===== src/hdl/rx_queue_pkg.sv =====
// Summary of operation
// RULE1: The upper byte of the frame count register is read-only and shows the queued frame count captured when the receive interrupt was raised.
// RULE2: The lower byte of the frame count register is a threshold; when queued frames reach it with queue control bit 5 set, interrupt status bit 13 and queue control bit 10 are set.
// RULE3: The first unit of every queue read burst is dummy data (a byte in 8-bit mode, a word in 16-bit mode) that the host discards.
// RULE4: The host keeps reading each frame until its end is aligned to a double word, reading padding past the byte count.
// RULE5: Writing one to the receive interrupt status bit refreshes the frame count register for this interrupt.
// RULE6: Reading the frame count register loads the header status and byte count registers for the first queued frame.
// RULE7: Once both header registers have been read, both are loaded with the header of the next queued frame.
// RULE8: The host may poll or use the interrupt, and follows the same clear, count and header read sequence either way.
// RULE9: Setting queue control bit 3 starts a host access burst to the queue.
// RULE10: With queue control bit 4 set, frames are dequeued from the receive buffer automatically.
// RULE11: The receive interrupt reaches the host only while interrupt enable bit 13 is set.
// RULE12: Each interrupt status bit clears when one is written to it; writing all ones clears all; here the receive bit stays set while the threshold is met.
package rx_queue_pkg;

	// Register byte offsets
	localparam logic [7:0] HDR_STATUS_OFS = 8'h7C;
	localparam logic [7:0] HDR_COUNT_OFS = 8'h7E;
	localparam logic [7:0] QUEUE_DATA_OFS = 8'h80;
	localparam logic [7:0] QUEUE_CTRL_OFS = 8'h82;
	localparam logic [7:0] INT_ENABLE_OFS = 8'h90;
	localparam logic [7:0] INT_STATUS_OFS = 8'h92;
	localparam logic [7:0] FRAME_COUNT_OFS = 8'h9C;

	// Field positions
	localparam int DMA_START_BIT = 3;
	localparam int AUTO_DEQ_BIT = 4;
	localparam int FCNT_EN_BIT = 5;
	localparam int FCNT_STAT_BIT = 10;
	localparam int RX_INT_BIT = 13;
	localparam int CTRL_LO_BIT = 3;
	localparam int CTRL_HI_BIT = 9;

	// Reset values and widths
	localparam logic [15:0] WORD_ZERO = 16'h0000;
	localparam logic [7:0] BYTE_ZERO = 8'h00;
	localparam logic [6:0] CTRL_RESET = 7'h00;
	localparam int BYTE_COUNT_W = 12;
	localparam logic [BYTE_COUNT_W-1:0] DWORD_MASK = 12'hFFC;
	localparam logic [BYTE_COUNT_W-1:0] DWORD_ROUND = 12'h003;
	localparam logic [BYTE_COUNT_W-1:0] UNIT_BYTE = 12'h001;
	localparam logic [BYTE_COUNT_W-1:0] UNIT_WORD = 12'h002;

	// Header of one received frame
	typedef struct packed {
		logic [15:0] status;
		logic [BYTE_COUNT_W-1:0] byte_count;
	} frame_header_s;

	// Register bus request
	typedef struct packed {
		logic [7:0] addr;
		logic wr;
		logic rd;
		logic [1:0] be;
		logic [15:0] wdata;
	} reg_req_s;

	// Queue read burst progress
	typedef enum logic [1:0] {
		BURST_IDLE = 2'b00,
		BURST_DUMMY = 2'b01,
		BURST_DATA = 2'b10
	} burst_state_e;

endpackage


===== src/hdl/rx_frame_queue_readout.sv =====
`timescale 1ns/1ps
`default_nettype none
module rx_frame_queue_readout #(
	parameter int FIFO_DEPTH = 16
) (
	input wire logic ref_clk_i,
	input wire logic rst_i,
	input wire logic bus_16bit_i,
	input wire rx_queue_pkg::reg_req_s req_i,
	output logic [15:0] reg_rdata_o,
	input wire logic hdr_valid_i,
	input wire rx_queue_pkg::frame_header_s hdr_i,
	output logic hdr_ready_o,
	input wire logic [15:0] frame_data_i,
	output logic frame_data_pop_o,
	output logic frame_release_o,
	output logic irq_n_o
);
	import rx_queue_pkg::*;

	localparam int CW = $clog2(FIFO_DEPTH + 1);

	frame_header_s head;
	frame_header_s hdr_cur;
	logic head_valid;
	logic head_pop;
	logic [CW-1:0] fifo_count;
	logic [7:0] queued;
	logic [7:0] threshold;
	logic [7:0] count_snap;
	logic [6:0] ctrl;
	logic int_en;
	logic rx_int;
	logic thr_hit;
	logic status_seen;
	logic count_seen;
	logic rd_fcnt;
	logic rd_status;
	logic rd_count;
	logic rd_data;
	logic wr_int_clear;
	logic next_status_seen;
	logic next_count_seen;
	logic dma_on;
	logic dma_q;
	burst_state_e burst;
	logic [BYTE_COUNT_W-1:0] bytes_read;
	logic [BYTE_COUNT_W-1:0] next_bytes;
	logic frame_done;

	// Frame end padded up to the next double word
	function automatic logic [BYTE_COUNT_W-1:0] padded_len(input logic [BYTE_COUNT_W-1:0] n);
		padded_len = (n + DWORD_ROUND) & DWORD_MASK;
	endfunction

	// Headers of received frames wait here; back-pressure goes to the receiver
	header_fifo #(
		.WIDTH($bits(frame_header_s)),
		.DEPTH(FIFO_DEPTH),
		.CW(CW)
	) u_fifo (
		.ref_clk_i(ref_clk_i),
		.rst_i(rst_i),
		.in_valid_i(hdr_valid_i),
		.in_ready_o(hdr_ready_o),
		.in_data_i(hdr_i),
		.out_valid_o(head_valid),
		.out_ready_i(head_pop),
		.out_data_o(head),
		.count_o(fifo_count)
	);

	// Access decode
	assign queued = 8'(fifo_count);
	assign rd_fcnt = req_i.rd && req_i.addr == FRAME_COUNT_OFS;
	assign rd_status = req_i.rd && req_i.addr == HDR_STATUS_OFS;
	assign rd_count = req_i.rd && req_i.addr == HDR_COUNT_OFS;
	assign rd_data = req_i.rd && req_i.addr == QUEUE_DATA_OFS;
	assign wr_int_clear = req_i.wr && req_i.addr == INT_STATUS_OFS && req_i.be[1]
		&& req_i.wdata[RX_INT_BIT];
	assign dma_on = ctrl[DMA_START_BIT - CTRL_LO_BIT];
	assign thr_hit = ctrl[FCNT_EN_BIT - CTRL_LO_BIT] && queued >= threshold; // RULE2

	// Both header halves must be read, or the frame count read, before the next header steps in
	assign next_status_seen = status_seen || rd_status;
	assign next_count_seen = count_seen || rd_count;
	assign head_pop = head_valid && (rd_fcnt || (next_status_seen && next_count_seen)); // RULE6 RULE7

	// Host-written control, threshold and enable
	always_ff @(posedge ref_clk_i) begin
		if (rst_i) begin
			ctrl <= CTRL_RESET;
			threshold <= BYTE_ZERO;
			int_en <= 1'b0;
		end else if (req_i.wr) begin
			if (req_i.addr == QUEUE_CTRL_OFS && req_i.be[0]) begin
				ctrl[4:0] <= req_i.wdata[7:CTRL_LO_BIT];
			end
			if (req_i.addr == QUEUE_CTRL_OFS && req_i.be[1]) begin
				ctrl[6:5] <= req_i.wdata[CTRL_HI_BIT:8];
			end
			if (req_i.addr == FRAME_COUNT_OFS && req_i.be[0]) begin
				threshold <= req_i.wdata[7:0]; // RULE2
			end
			if (req_i.addr == INT_ENABLE_OFS && req_i.be[1]) begin
				int_en <= req_i.wdata[RX_INT_BIT];
			end
		end
	end

	// Sticky receive interrupt; a new hit in the clearing cycle keeps it set
	always_ff @(posedge ref_clk_i) begin
		if (rst_i) begin
			rx_int <= 1'b0;
		end else if (thr_hit) begin
			rx_int <= 1'b1; // RULE2
		end else if (wr_int_clear) begin
			rx_int <= 1'b0; // RULE12
		end
	end

	// Count snapshot taken as the interrupt rises and again when it is cleared
	always_ff @(posedge ref_clk_i) begin
		if (rst_i) begin
			count_snap <= BYTE_ZERO;
		end else if ((thr_hit && !rx_int) || wr_int_clear) begin
			count_snap <= queued; // RULE1 RULE5
		end
	end

	// Header registers and the read-both tracking
	always_ff @(posedge ref_clk_i) begin
		if (rst_i) begin
			hdr_cur <= '0;
			status_seen <= 1'b0;
			count_seen <= 1'b0;
		end else if (rd_fcnt || (next_status_seen && next_count_seen)) begin
			hdr_cur <= head_valid ? head : '0; // RULE6 RULE7
			status_seen <= 1'b0;
			count_seen <= 1'b0;
		end else begin
			status_seen <= next_status_seen;
			count_seen <= next_count_seen;
		end
	end

	// Burst progress: arm on the rising start bit, dummy unit first
	always_ff @(posedge ref_clk_i) begin
		if (rst_i) begin
			dma_q <= 1'b0;
			burst <= BURST_IDLE;
		end else begin
			dma_q <= dma_on;
			unique case (burst)
				BURST_IDLE: begin
					if (dma_on && !dma_q) begin
						burst <= BURST_DUMMY; // RULE9
					end
				end
				BURST_DUMMY: begin
					if (!dma_on) begin
						burst <= BURST_IDLE;
					end else if (rd_data) begin
						burst <= BURST_DATA; // RULE3
					end
				end
				BURST_DATA: begin
					if (!dma_on) begin
						burst <= BURST_IDLE;
					end
				end
				default: begin
					burst <= BURST_IDLE;
				end
			endcase
		end
	end

	// Byte tracking; the host reads through padding, so pops run to the double word
	assign next_bytes = bytes_read + (bus_16bit_i ? UNIT_WORD : UNIT_BYTE);
	assign frame_data_pop_o = burst == BURST_DATA && rd_data; // RULE3
	assign frame_done = frame_data_pop_o && next_bytes >= padded_len(hdr_cur.byte_count); // RULE4

	always_ff @(posedge ref_clk_i) begin
		if (rst_i || burst != BURST_DATA) begin
			bytes_read <= '0;
		end else if (frame_done) begin
			bytes_read <= '0;
		end else if (frame_data_pop_o) begin
			bytes_read <= next_bytes;
		end
	end

	// Release pulse only in auto dequeue mode; otherwise software frees frames
	always_ff @(posedge ref_clk_i) begin
		if (rst_i) begin
			frame_release_o <= 1'b0;
		end else begin
			frame_release_o <= frame_done && ctrl[AUTO_DEQ_BIT - CTRL_LO_BIT]; // RULE10
		end
	end

	// Interrupt pin is active low and gated by its enable
	always_ff @(posedge ref_clk_i) begin
		if (rst_i) begin
			irq_n_o <= 1'b1;
		end else begin
			irq_n_o <= !(rx_int && int_en); // RULE11
		end
	end

	// Read data is registered; the dummy unit and unmapped offsets read zero
	always_ff @(posedge ref_clk_i) begin
		if (rst_i) begin
			reg_rdata_o <= WORD_ZERO;
		end else if (req_i.rd) begin
			reg_rdata_o <= WORD_ZERO;
			unique case (req_i.addr)
				FRAME_COUNT_OFS: reg_rdata_o <= {count_snap, threshold}; // RULE1
				HDR_STATUS_OFS: reg_rdata_o <= hdr_cur.status;
				HDR_COUNT_OFS: reg_rdata_o <= 16'(hdr_cur.byte_count);
				QUEUE_CTRL_OFS: reg_rdata_o <= 16'({thr_hit, ctrl, 3'b000}); // RULE2
				INT_ENABLE_OFS: reg_rdata_o[RX_INT_BIT] <= int_en;
				INT_STATUS_OFS: reg_rdata_o[RX_INT_BIT] <= rx_int;
				QUEUE_DATA_OFS: begin
					if (burst == BURST_DATA) begin
						reg_rdata_o <= bus_16bit_i ? frame_data_i : {BYTE_ZERO, frame_data_i[7:0]};
					end
				end
				default: reg_rdata_o <= WORD_ZERO;
			endcase
		end
	end

	// Checks
	threshold_sets_int_a: assert property (@(posedge ref_clk_i) disable iff (rst_i) // RULE2
		thr_hit |=> rx_int) else $error("threshold hit did not raise interrupt");
	int_gating_a: assert property (@(posedge ref_clk_i) disable iff (rst_i) // RULE11
		$past(rx_int) && !$past(int_en) |-> irq_n_o) else $error("irq seen while disabled");
	int_reaches_pin_a: assert property (@(posedge ref_clk_i) disable iff (rst_i) // RULE11
		rx_int && int_en |=> !irq_n_o) else $error("enabled interrupt missing on pin");
	clear_refresh_a: assert property (@(posedge ref_clk_i) disable iff (rst_i) // RULE5
		wr_int_clear |=> count_snap == $past(queued)) else $error("count not refreshed on clear");
	clear_drops_int_a: assert property (@(posedge ref_clk_i) disable iff (rst_i) // RULE12
		wr_int_clear && !thr_hit |=> !rx_int) else $error("write one did not clear");
	count_readback_a: assert property (@(posedge ref_clk_i) disable iff (rst_i) // RULE1
		rd_fcnt |=> reg_rdata_o[15:8] == $past(count_snap)) else $error("bad frame count byte");
	header_load_a: assert property (@(posedge ref_clk_i) disable iff (rst_i) // RULE6
		rd_fcnt && head_valid |=> hdr_cur == $past(head)) else $error("header not loaded");
	header_step_a: assert property (@(posedge ref_clk_i) disable iff (rst_i) // RULE7
		rd_count && status_seen && !rd_fcnt && head_valid
		|=> hdr_cur == $past(head)) else $error("header did not step");
	dummy_first_a: assert property (@(posedge ref_clk_i) disable iff (rst_i) // RULE3
		burst == BURST_DUMMY && rd_data |-> !frame_data_pop_o ##1 reg_rdata_o == WORD_ZERO)
		else $error("dummy unit not returned");
	release_mode_a: assert property (@(posedge ref_clk_i) disable iff (rst_i) // RULE10
		frame_release_o |-> $past(ctrl[AUTO_DEQ_BIT - CTRL_LO_BIT])) else $error("release off");

	frame_released_c: cover property (@(posedge ref_clk_i) disable iff (rst_i) frame_release_o);
	int_cycle_c: cover property (@(posedge ref_clk_i) disable iff (rst_i)
		rx_int ##[1:50] wr_int_clear);
	dummy_then_data_c: cover property (@(posedge ref_clk_i) disable iff (rst_i)
		burst == BURST_DUMMY && rd_data ##[1:20] frame_data_pop_o);
	fifo_full_c: cover property (@(posedge ref_clk_i) disable iff (rst_i) !hdr_ready_o);
endmodule
`default_nettype wire


===== src/hdl/header_fifo.sv =====
`timescale 1ns/1ps
`default_nettype none
module header_fifo #(
	parameter int WIDTH = 28,
	parameter int DEPTH = 16,
	parameter int CW = $clog2(DEPTH + 1)
) (
	input wire logic ref_clk_i,
	input wire logic rst_i,
	input wire logic in_valid_i,
	output logic in_ready_o,
	input wire logic [WIDTH-1:0] in_data_i,
	output logic out_valid_o,
	input wire logic out_ready_i,
	output logic [WIDTH-1:0] out_data_o,
	output logic [CW-1:0] count_o
);
	localparam int AW = (DEPTH > 1) ? $clog2(DEPTH) : 1;
	logic [WIDTH-1:0] mem [DEPTH];
	logic [AW-1:0] wr_ptr;
	logic [AW-1:0] rd_ptr;
	logic push;
	logic pop;

	// Full and empty come straight from the occupancy count
	assign in_ready_o = count_o != CW'(DEPTH);
	assign out_valid_o = count_o != '0;
	assign out_data_o = mem[rd_ptr];
	assign push = in_valid_i && in_ready_o;
	assign pop = out_valid_o && out_ready_i;

	// Storage, no reset needed on the array
	always_ff @(posedge ref_clk_i) begin
		if (push) begin
			mem[wr_ptr] <= in_data_i;
		end
	end

	// Pointers wrap explicitly so DEPTH need not be a power of two
	always_ff @(posedge ref_clk_i) begin
		if (rst_i) begin
			wr_ptr <= '0;
			rd_ptr <= '0;
			count_o <= '0;
		end else begin
			if (push) begin
				wr_ptr <= (wr_ptr == AW'(DEPTH - 1)) ? '0 : wr_ptr + 1'b1;
			end
			if (pop) begin
				rd_ptr <= (rd_ptr == AW'(DEPTH - 1)) ? '0 : rd_ptr + 1'b1;
			end
			count_o <= count_o + CW'(push) - CW'(pop);
		end
	end
endmodule
`default_nettype wire


===== config.mk =====
export PLATFORM = sky130hd
export DESIGN_NAME = rx_frame_queue_readout
export DESIGN_NICKNAME = d
export VERILOG_FILES = /design/src/hdl/rx_queue_pkg.sv /design/src/hdl/rx_frame_queue_readout.sv /design/src/hdl/header_fifo.sv
export SDC_FILE = /design/constraint.sdc
export NUM_CORES = 1
export LEC_CHECK = 0
export BUFFER_PORTS_ARGS = -buffer_cell sky130_fd_sc_hd__buf_2
export CAP_MARGIN = 20
export CELL_PAD_IN_SITES_DETAIL_PLACEMENT = 0
export CELL_PAD_IN_SITES_GLOBAL_PLACEMENT = 1
export CORE_ASPECT_RATIO = 0.9
export CORE_MARGIN = 5
export CORE_UTILIZATION = 50
export CTS_BUF_LIST = sky130_fd_sc_hd__clkbuf_4
export DETAILED_ROUTE_END_ITERATION = 8
export HOLD_SLACK_MARGIN = 0.03
export PLACE_DENSITY = 0.89
export SLEW_MARGIN = 10
export SYNTH_ARGS = -nofsm -noshare
export SYNTH_HDL_FRONTEND = slang
export SYNTH_SLANG_ARGS = --single-unit

===== constraint.sdc =====
create_clock -name ref_clk_i -period 3.65 [get_ports ref_clk_i]
set_input_delay 0.365 -clock ref_clk_i [delete_from_list [all_inputs] [get_ports ref_clk_i]]
set_output_delay 0.365 -clock ref_clk_i [all_outputs]
set_load 0.03 [all_outputs]

==> flow_summary.json, run 1 <==
{
  "syn_inst": 1269,
  "clk_latency_ns": 0.82,
  "cp-start-kind": "register",
  "synth-edff-count": 448,
  "ant_nets": 0,
  "ios": 96,
  "via_per_inst": 5.710,
  "dpl.hpwl_um": 28800,
  "area_growth_pct": 16.88,
  "tightest_slew_ns": 0.7398,
  "endpoint_kind": "register",
  "grt_max_degree": 53,
  "instances_no_fill": 2220,
  "drive_above_1_share_pct": 30.02,
  "dp.cells": 1932,
  "irDropWorstVdd_mv": 0.4285,
  "io_buffers": 90,
  "leakage_nw": 8.413,
  "cts-htree-levels": 4,
  "cts_tree": "yes",
  "status": "finished, final reports clean",
  "skew_ns": 0.06317,
  "fmax_mhz": 298.5,
  "path_cells": "ha_1, inv_1, fa_1, nand3b_1, nor2_2, and3_1, nand3_1, xnor2_1, ha_1, nand2_1, nor2_1, o21ai_0, o41a_1, nand3_2, buf_4, nor2_2",
  "root_buffer": "clkbuf_4",
  "dieArea_um2": 48480,
  "place_area_um2": 23500,
  "slew_viol_final": 0,
  "crit_buf_inv": 2,
  "wirelength_um": 49990,
  "hold_viol_final": 0,
  "regArea_um2": 15510,
  "r2r-end": "bytes_read[3]",
  "yosys_warnings": 0,
  "place_ws_ns": 0.03331,
  "max_cap_viol_count": 0,
  "synthArstFlopShare_pct": 0,
  "cts_buffers": 134,
  "rr_startpoint": "bytes_read[0]",
  "final_core_util_pct": 58.75,
  "timing.hold.ws_ns": 0.1370,
  "criticalPathCategory": "register to register",
  "crit_fanout": 6,
  "critPathRequiredTime_ns": 4.35,
  "synth_area_leaders": "edfxtp_1, mux4_2, dfxtp_1",
  "ys_seq_area_share_pct": 70.16,
  "grt_pass1_wl_um": 75860,
  "synthMostInstantiatedCell": "edfxtp_1",
  "multiInputGateArea_um2": 6286,
  "timing.slew.headroom_pct": 50.68,
  "ys_ff_latch": 550,
  "critPathTopFamily": "simple AND/OR/NAND/NOR gates",
  "rsz0062_at_grt": "false",
  "r2r_cells": 16,
  "first_pass_iters": 6,
  "die_w_um": 231.5,
  "fin_total_pwr_mw": 12.74,
  "drc": 0,
  "vias": 12680,
  "grt_pass1_vias": 13040,
  "min_path_cells": 4,
  "slowest_stage": "fa_1",
  "track_usage_pct": 20.56,
  "rows": 73,
  "core_um2": 43930,
  "fin_tns_setup_ns": 0,
  "synth_flop_cell": "edfxtp_1",
  "synth_top_cell_area_share_pct": 60.92,
  "post-route-min-period_ns": 3.350,
  "crit_arrival_ns": 4.05,
  "antenna_found_initial": 5,
  "place_congestion": 0.8579,
  "min_to": "bytes_read[1]",
  "yosys-top-cells-count": "edfxtp_1, mux4_2, dfxtp_1",
  "n_fill_cell": 3240,
  "die_h_um": 209.4,
  "wire_per_inst_um": 22.52,
  "hold_start": "bus_16bit_i",
  "cts.sinks": 550,
  "setup_ws_ns": 0.3004,
  "hold_class": "input port to register",
  "avgSynthCellArea_um2": 17.40,
  "max_stage_delay_ns": 0.42,
  "ctsLongestPathBuffers": 3,
  "initial_core_util_pct": 50.27,
  "synth_cell_types": 62,
  "final-setup-viol-count": 0,
  "p_per_area_nw_per_um2": 493.5,
  "synth.largest_area_cell": "edfxtp_1",
  "clk_pin_slew_worst_paths_ns": 0.07,
  "finalInstanceArea_um2": 25810,
  "reg2reg_slack_ns": 0.30,
  "post-route-period-util_pct": 91.77,
  "final_net_count": 1639,
  "synthesis.area_um2": 22080,
  "dr.first_iter.drc_count": 1225,
  "syn-num-nets": 1375,
  "grt-ovfl-total": 0
}
==> worst max-delay path by stage <==
stage,startpoint,end,slack (ns),cells after the start
floorplan,bus_16bit_i,bytes_read[2],0.35,16
global placement,bus_16bit_i,bytes_read[8],0.12,18
detailed placement,bus_16bit_i,bytes_read[8],0.03,18
CTS,bytes_read[0],bytes_read[3],0.26,16
global route,bytes_read[0],bytes_read[6],0.04,16
finish,bytes_read[0],bytes_read[3],0.30,16
==> sequential cells by signal (all words and copies together), names as in the netlist, 2 cells and up, named ones only <==
signal / count
u_fifo.mem: 448
ctrl: 7
u_fifo.rd_ptr: 4
bytes_read: 12
u_fifo.wr_ptr: 4
u_fifo.count_o: 5
count_snap: 5
hdr_cur: 28
burst: 2
reg_rdata_o: 16
threshold: 8
==> report_power, final <==
part           internal [mW]  switching [mW]  leakage [nW]
registers               6.91          0.0584          4.87
logic                  0.305           0.468          2.56
clock network           2.64            2.35         0.980
total                   9.86            2.87          8.41
==> layer usage <==
metal  vias to the layer above  part of all wire (%)  GRT usage, %
li1                       5668                     -             -
met1                      6325                    41         28.18
met2                       592                    48         32.15
met3                        84                   9.1         6.547
met4                         8                   1.9         5.948
met5                         -                  0.12             0
==> cells in the final DEF, fill, tap and decap left out, drive strengths merged, types with 29 or more instances in the layout <==
cell	netlist	final
a211oi	29	29
nand2	44	44
buf	42	133
nor2b	33	33
mux2i	49	49
a22o	29	29
mux4	112	112
clkbuf	28	188
a21oi	49	49
dlygate4sd3	0	65
nor2	84	84
edfxtp	448	448
dfxtp	102	102
==> worst register-to-register path, delay by kind of cell, from the launching register on <==
kind | cells | cell delay, ns
fa+ha+maj | 3 | 0.88
xor+xnor | 1 | 0.16
simple gates | 8 | 1.28
buf+inv | 2 | 0.29
compound gates | 2 | 0.35
flops | 1 | 0.33
==> cell type report <==
type	instances	share of cell area, %
diodes	1	0.009695
well taps	600	2.909
repair buffers	198	5.953
clock buffers	188	5.468
flip-flops and latches	550	60.08
inverters	20	0.2909
clock inverters	34	0.9356
multi-input cells	629	24.35
==> what timing repair did <==
item / CTS / global route
hold buffers: 65 / 0
hold endpoints to repair: 482 / 0
buffers inserted: 0 / 0
endpoints found under the setup margin: 0 / 5
resized for setup: 0 / 1
==> cells by family (layout without fill, tap and decap cells) <==
logic type	count (synthesis)	in the layout	synth area share [%]
simple gates	228	228	5.450
mux	161	161	13.64
compound gates	176	176	5.632
flops	550	550	70.16
buf+inv	90	440	1.994
other cells	0	1	0
xor+xnor	34	34	1.348
fa+ha+maj	30	30	1.768
Power figures use the tool's default switching activity.
==> run 2, diff against run 1 <==
- CORE_UTILIZATION: 50 -> 48
- CTS_BUF_LIST: sky130_fd_sc_hd__clkbuf_4 -> sky130_fd_sc_hd__clkbuf_16
- PLACE_DENSITY: 0.89 -> 0.87
==> run 2 against run 1 <==
Sequential share of layout area rose by 1.6 points. Global-route usage fell by 0.73 points. Non-clock buffer count fell by 63. Critical path depth did not move. Cell area fell by 2.7%. Maximum frequency rose by 0.46%. Combinational power fell by 6.7%. Utilization fell by 3.5 points.
==> flow_summary.json, run 2 (synthesized netlist as in run 1, its figures left out) <==
{
  "regArea_um2": 15510,
  "grt-ovfl-total": 0,
  "p_int_mw": 9.953,
  "crit_buf_inv": 2,
  "dpl.hpwl_um": 28940,
  "post-route-min-period_ns": 3.334,
  "cts_tree": "yes",
  "largest_register_ffs": 448,
  "slew_viol_final": 0,
  "dieArea_um2": 50400,
  "critPathRequiredTime_ns": 4.17,
  "drive_above_1_share_pct": 24.65,
  "final_common_cell": "edfxtp_1",
  "post-route-period-util_pct": 91.35,
  "die_h_um": 213.5,
  "clk_pin_slew_worst_paths_ns": 0.06,
  "root_buffer": "clkbuf_16",
  "wire_per_inst_um": 24.73,
  "max_stage_delay_ns": 0.42,
  "vias": 12050,
  "cts_buffers": 51,
  "area_growth_pct": 13.76,
  "place_area_um2": 23490,
  "crit_arrival_ns": 3.86,
  "endpoint_kind": "register",
  "timing.slew.headroom_pct": 28.92,
  "hold_class": "input port to register",
  "die_w_um": 236.1,
  "critPathTopFamily": "simple AND/OR/NAND/NOR gates",
  "fin_total_pwr_mw": 12.74,
  "cts.sinks": 550,
  "final_net_count": 1493,
  "switchingPower_mw": 2.782,
  "drc": 0,
  "n_fill_cell": 3407,
  "top_register": "u_fifo.mem",
  "antenna_found_initial": 9,
  "p_per_area_nw_per_um2": 506.9,
  "first_pass_iters": 5,
  "hold_viol_final": 0,
  "initial_core_util_pct": 48.58,
  "track_usage_pct": 19.83,
  "leakage_nw": 8.016,
  "ios": 96,
  "cp-start-kind": "register",
  "via_per_inst": 5.911,
  "final-setup-viol-count": 0,
  "crit_fanout": 9,
  "wirelength_um": 50400,
  "irDropWorstVdd_mv": 0.4126,
  "switching_share_pct": 21.85,
  "fmax_mhz": 299.9,
  "tightest_slew_ns": 1.066,
  "rows": 74,
  "rsz0062_at_grt": "false",
  "criticalPathCategory": "register to register",
  "ctsLongestPathBuffers": 3,
  "clk_latency_ns": 0.59,
  "top_regs": "u_fifo.mem (448), hdr_cur (28), reg_rdata_o (16)",
  "io_buffers": 90,
  "finalInstanceArea_um2": 25120,
  "final_cell_mix": "edfxtp_1, mux4_2, dfxtp_1, buf_2, nor2_1",
  "fin_tns_setup_ns": 0,
  "power_frac_comb_pct": 5.7,
  "grt_pass1_vias": 12150,
  "status": "finished, final reports clean",
  "cts_resized": 0,
  "grt_pass1_wl_um": 75630,
  "place_congestion": 0.8155,
  "max_cap_viol_count": 0,
  "path_cells": "ha_1, inv_1, fa_1, nand3b_1, nor2_1, and3_1, nand3_1, xnor2_1, ha_1, nand2_1, nor2_1, o21ai_0, o41a_1, nand3_2, buf_4, nor2_2",
  "post-cts-setup-buffers": 0,
  "core_um2": 45460,
  "slowest_stage": "fa_1",
  "cts-htree-levels": 2,
  "p_clk_share_pct": 39.6,
  "power_frac_seq_pct": 54.8,
  "skew_ns": 0.02294,
  "ant_nets": 0,
  "dr.first_iter.drc_count": 1356,
  "grt_max_degree": 53,
  "multiInputGateArea_um2": 6284,
  "timing.hold.ws_ns": 0.05763
}
run 2: timing repair:
item	in CTS	in global routing
setup endpoints to repair	0	0
hold endpoints to repair	4	0
hold buffers	4	0
run 2: metal layers:
layer | global-route usage, % | part of all wire (%) | up-vias
li1 | - | - | 5289
met1 | 27.10 | 40 | 6084
met2 | 32.71 | 48 | 572
met3 | 4.450 | 8.8 | 91
met4 | 5.645 | 2.6 | 10
met5 | 0 | 0.15 | -
run 2: area by class of cell:
cell class	count	share of cell area (%)
sequential	550	61.73
multi-input combinational	629	25.01
clock buffer	53	5.279
timing repair buffer	135	3.576
tap	608	3.028
clock inverter	41	1.061
inverter	20	0.2988
antenna	2	0.01992
run 2: through the flow:
step / cells / util, % / setup slack [ns]
after detailed placement: 1938 / 51.66 / 0.08138
after CTS: 2036 / 55.25 / 0.3212
final: 2038 / 55.26 / 0.3158
after global placement: 1938 / 51.66 / 0.1707
after floorplan: 1269 / - / 0.3508
after global routing: 2038 / 55.26 / 0.02151
run 2: worst paths after layout:
path	start	to	slack, ns	depth (start not counted)
max	bytes_read[0]	bytes_read[5]	0.32	16
min	req_i[2]	threshold[2]	0.06	3
max reg2reg	bytes_read[0]	bytes_read[5]	0.32	16
min reg2reg	int_en	irq_n_o	0.45	1
run 2: tightest hold or removal path: stages:
cell     delay [ns]
buf_2          0.08
mux2i_1        0.06
nor2_1         0.09
run 2: power groups by stage:
stage	logic, mW	clock network [mW]	registers [mW]
2_1_floorplan	0.399	0	7.11
3_3_place_gp	0.688	0	7.10
3_5_place_dp	0.716	0	7.11
4_1_cts	0.725	5.13	6.97
5_1_grt	0.795	5.40	6.98
6_report	0.721	5.04	6.97
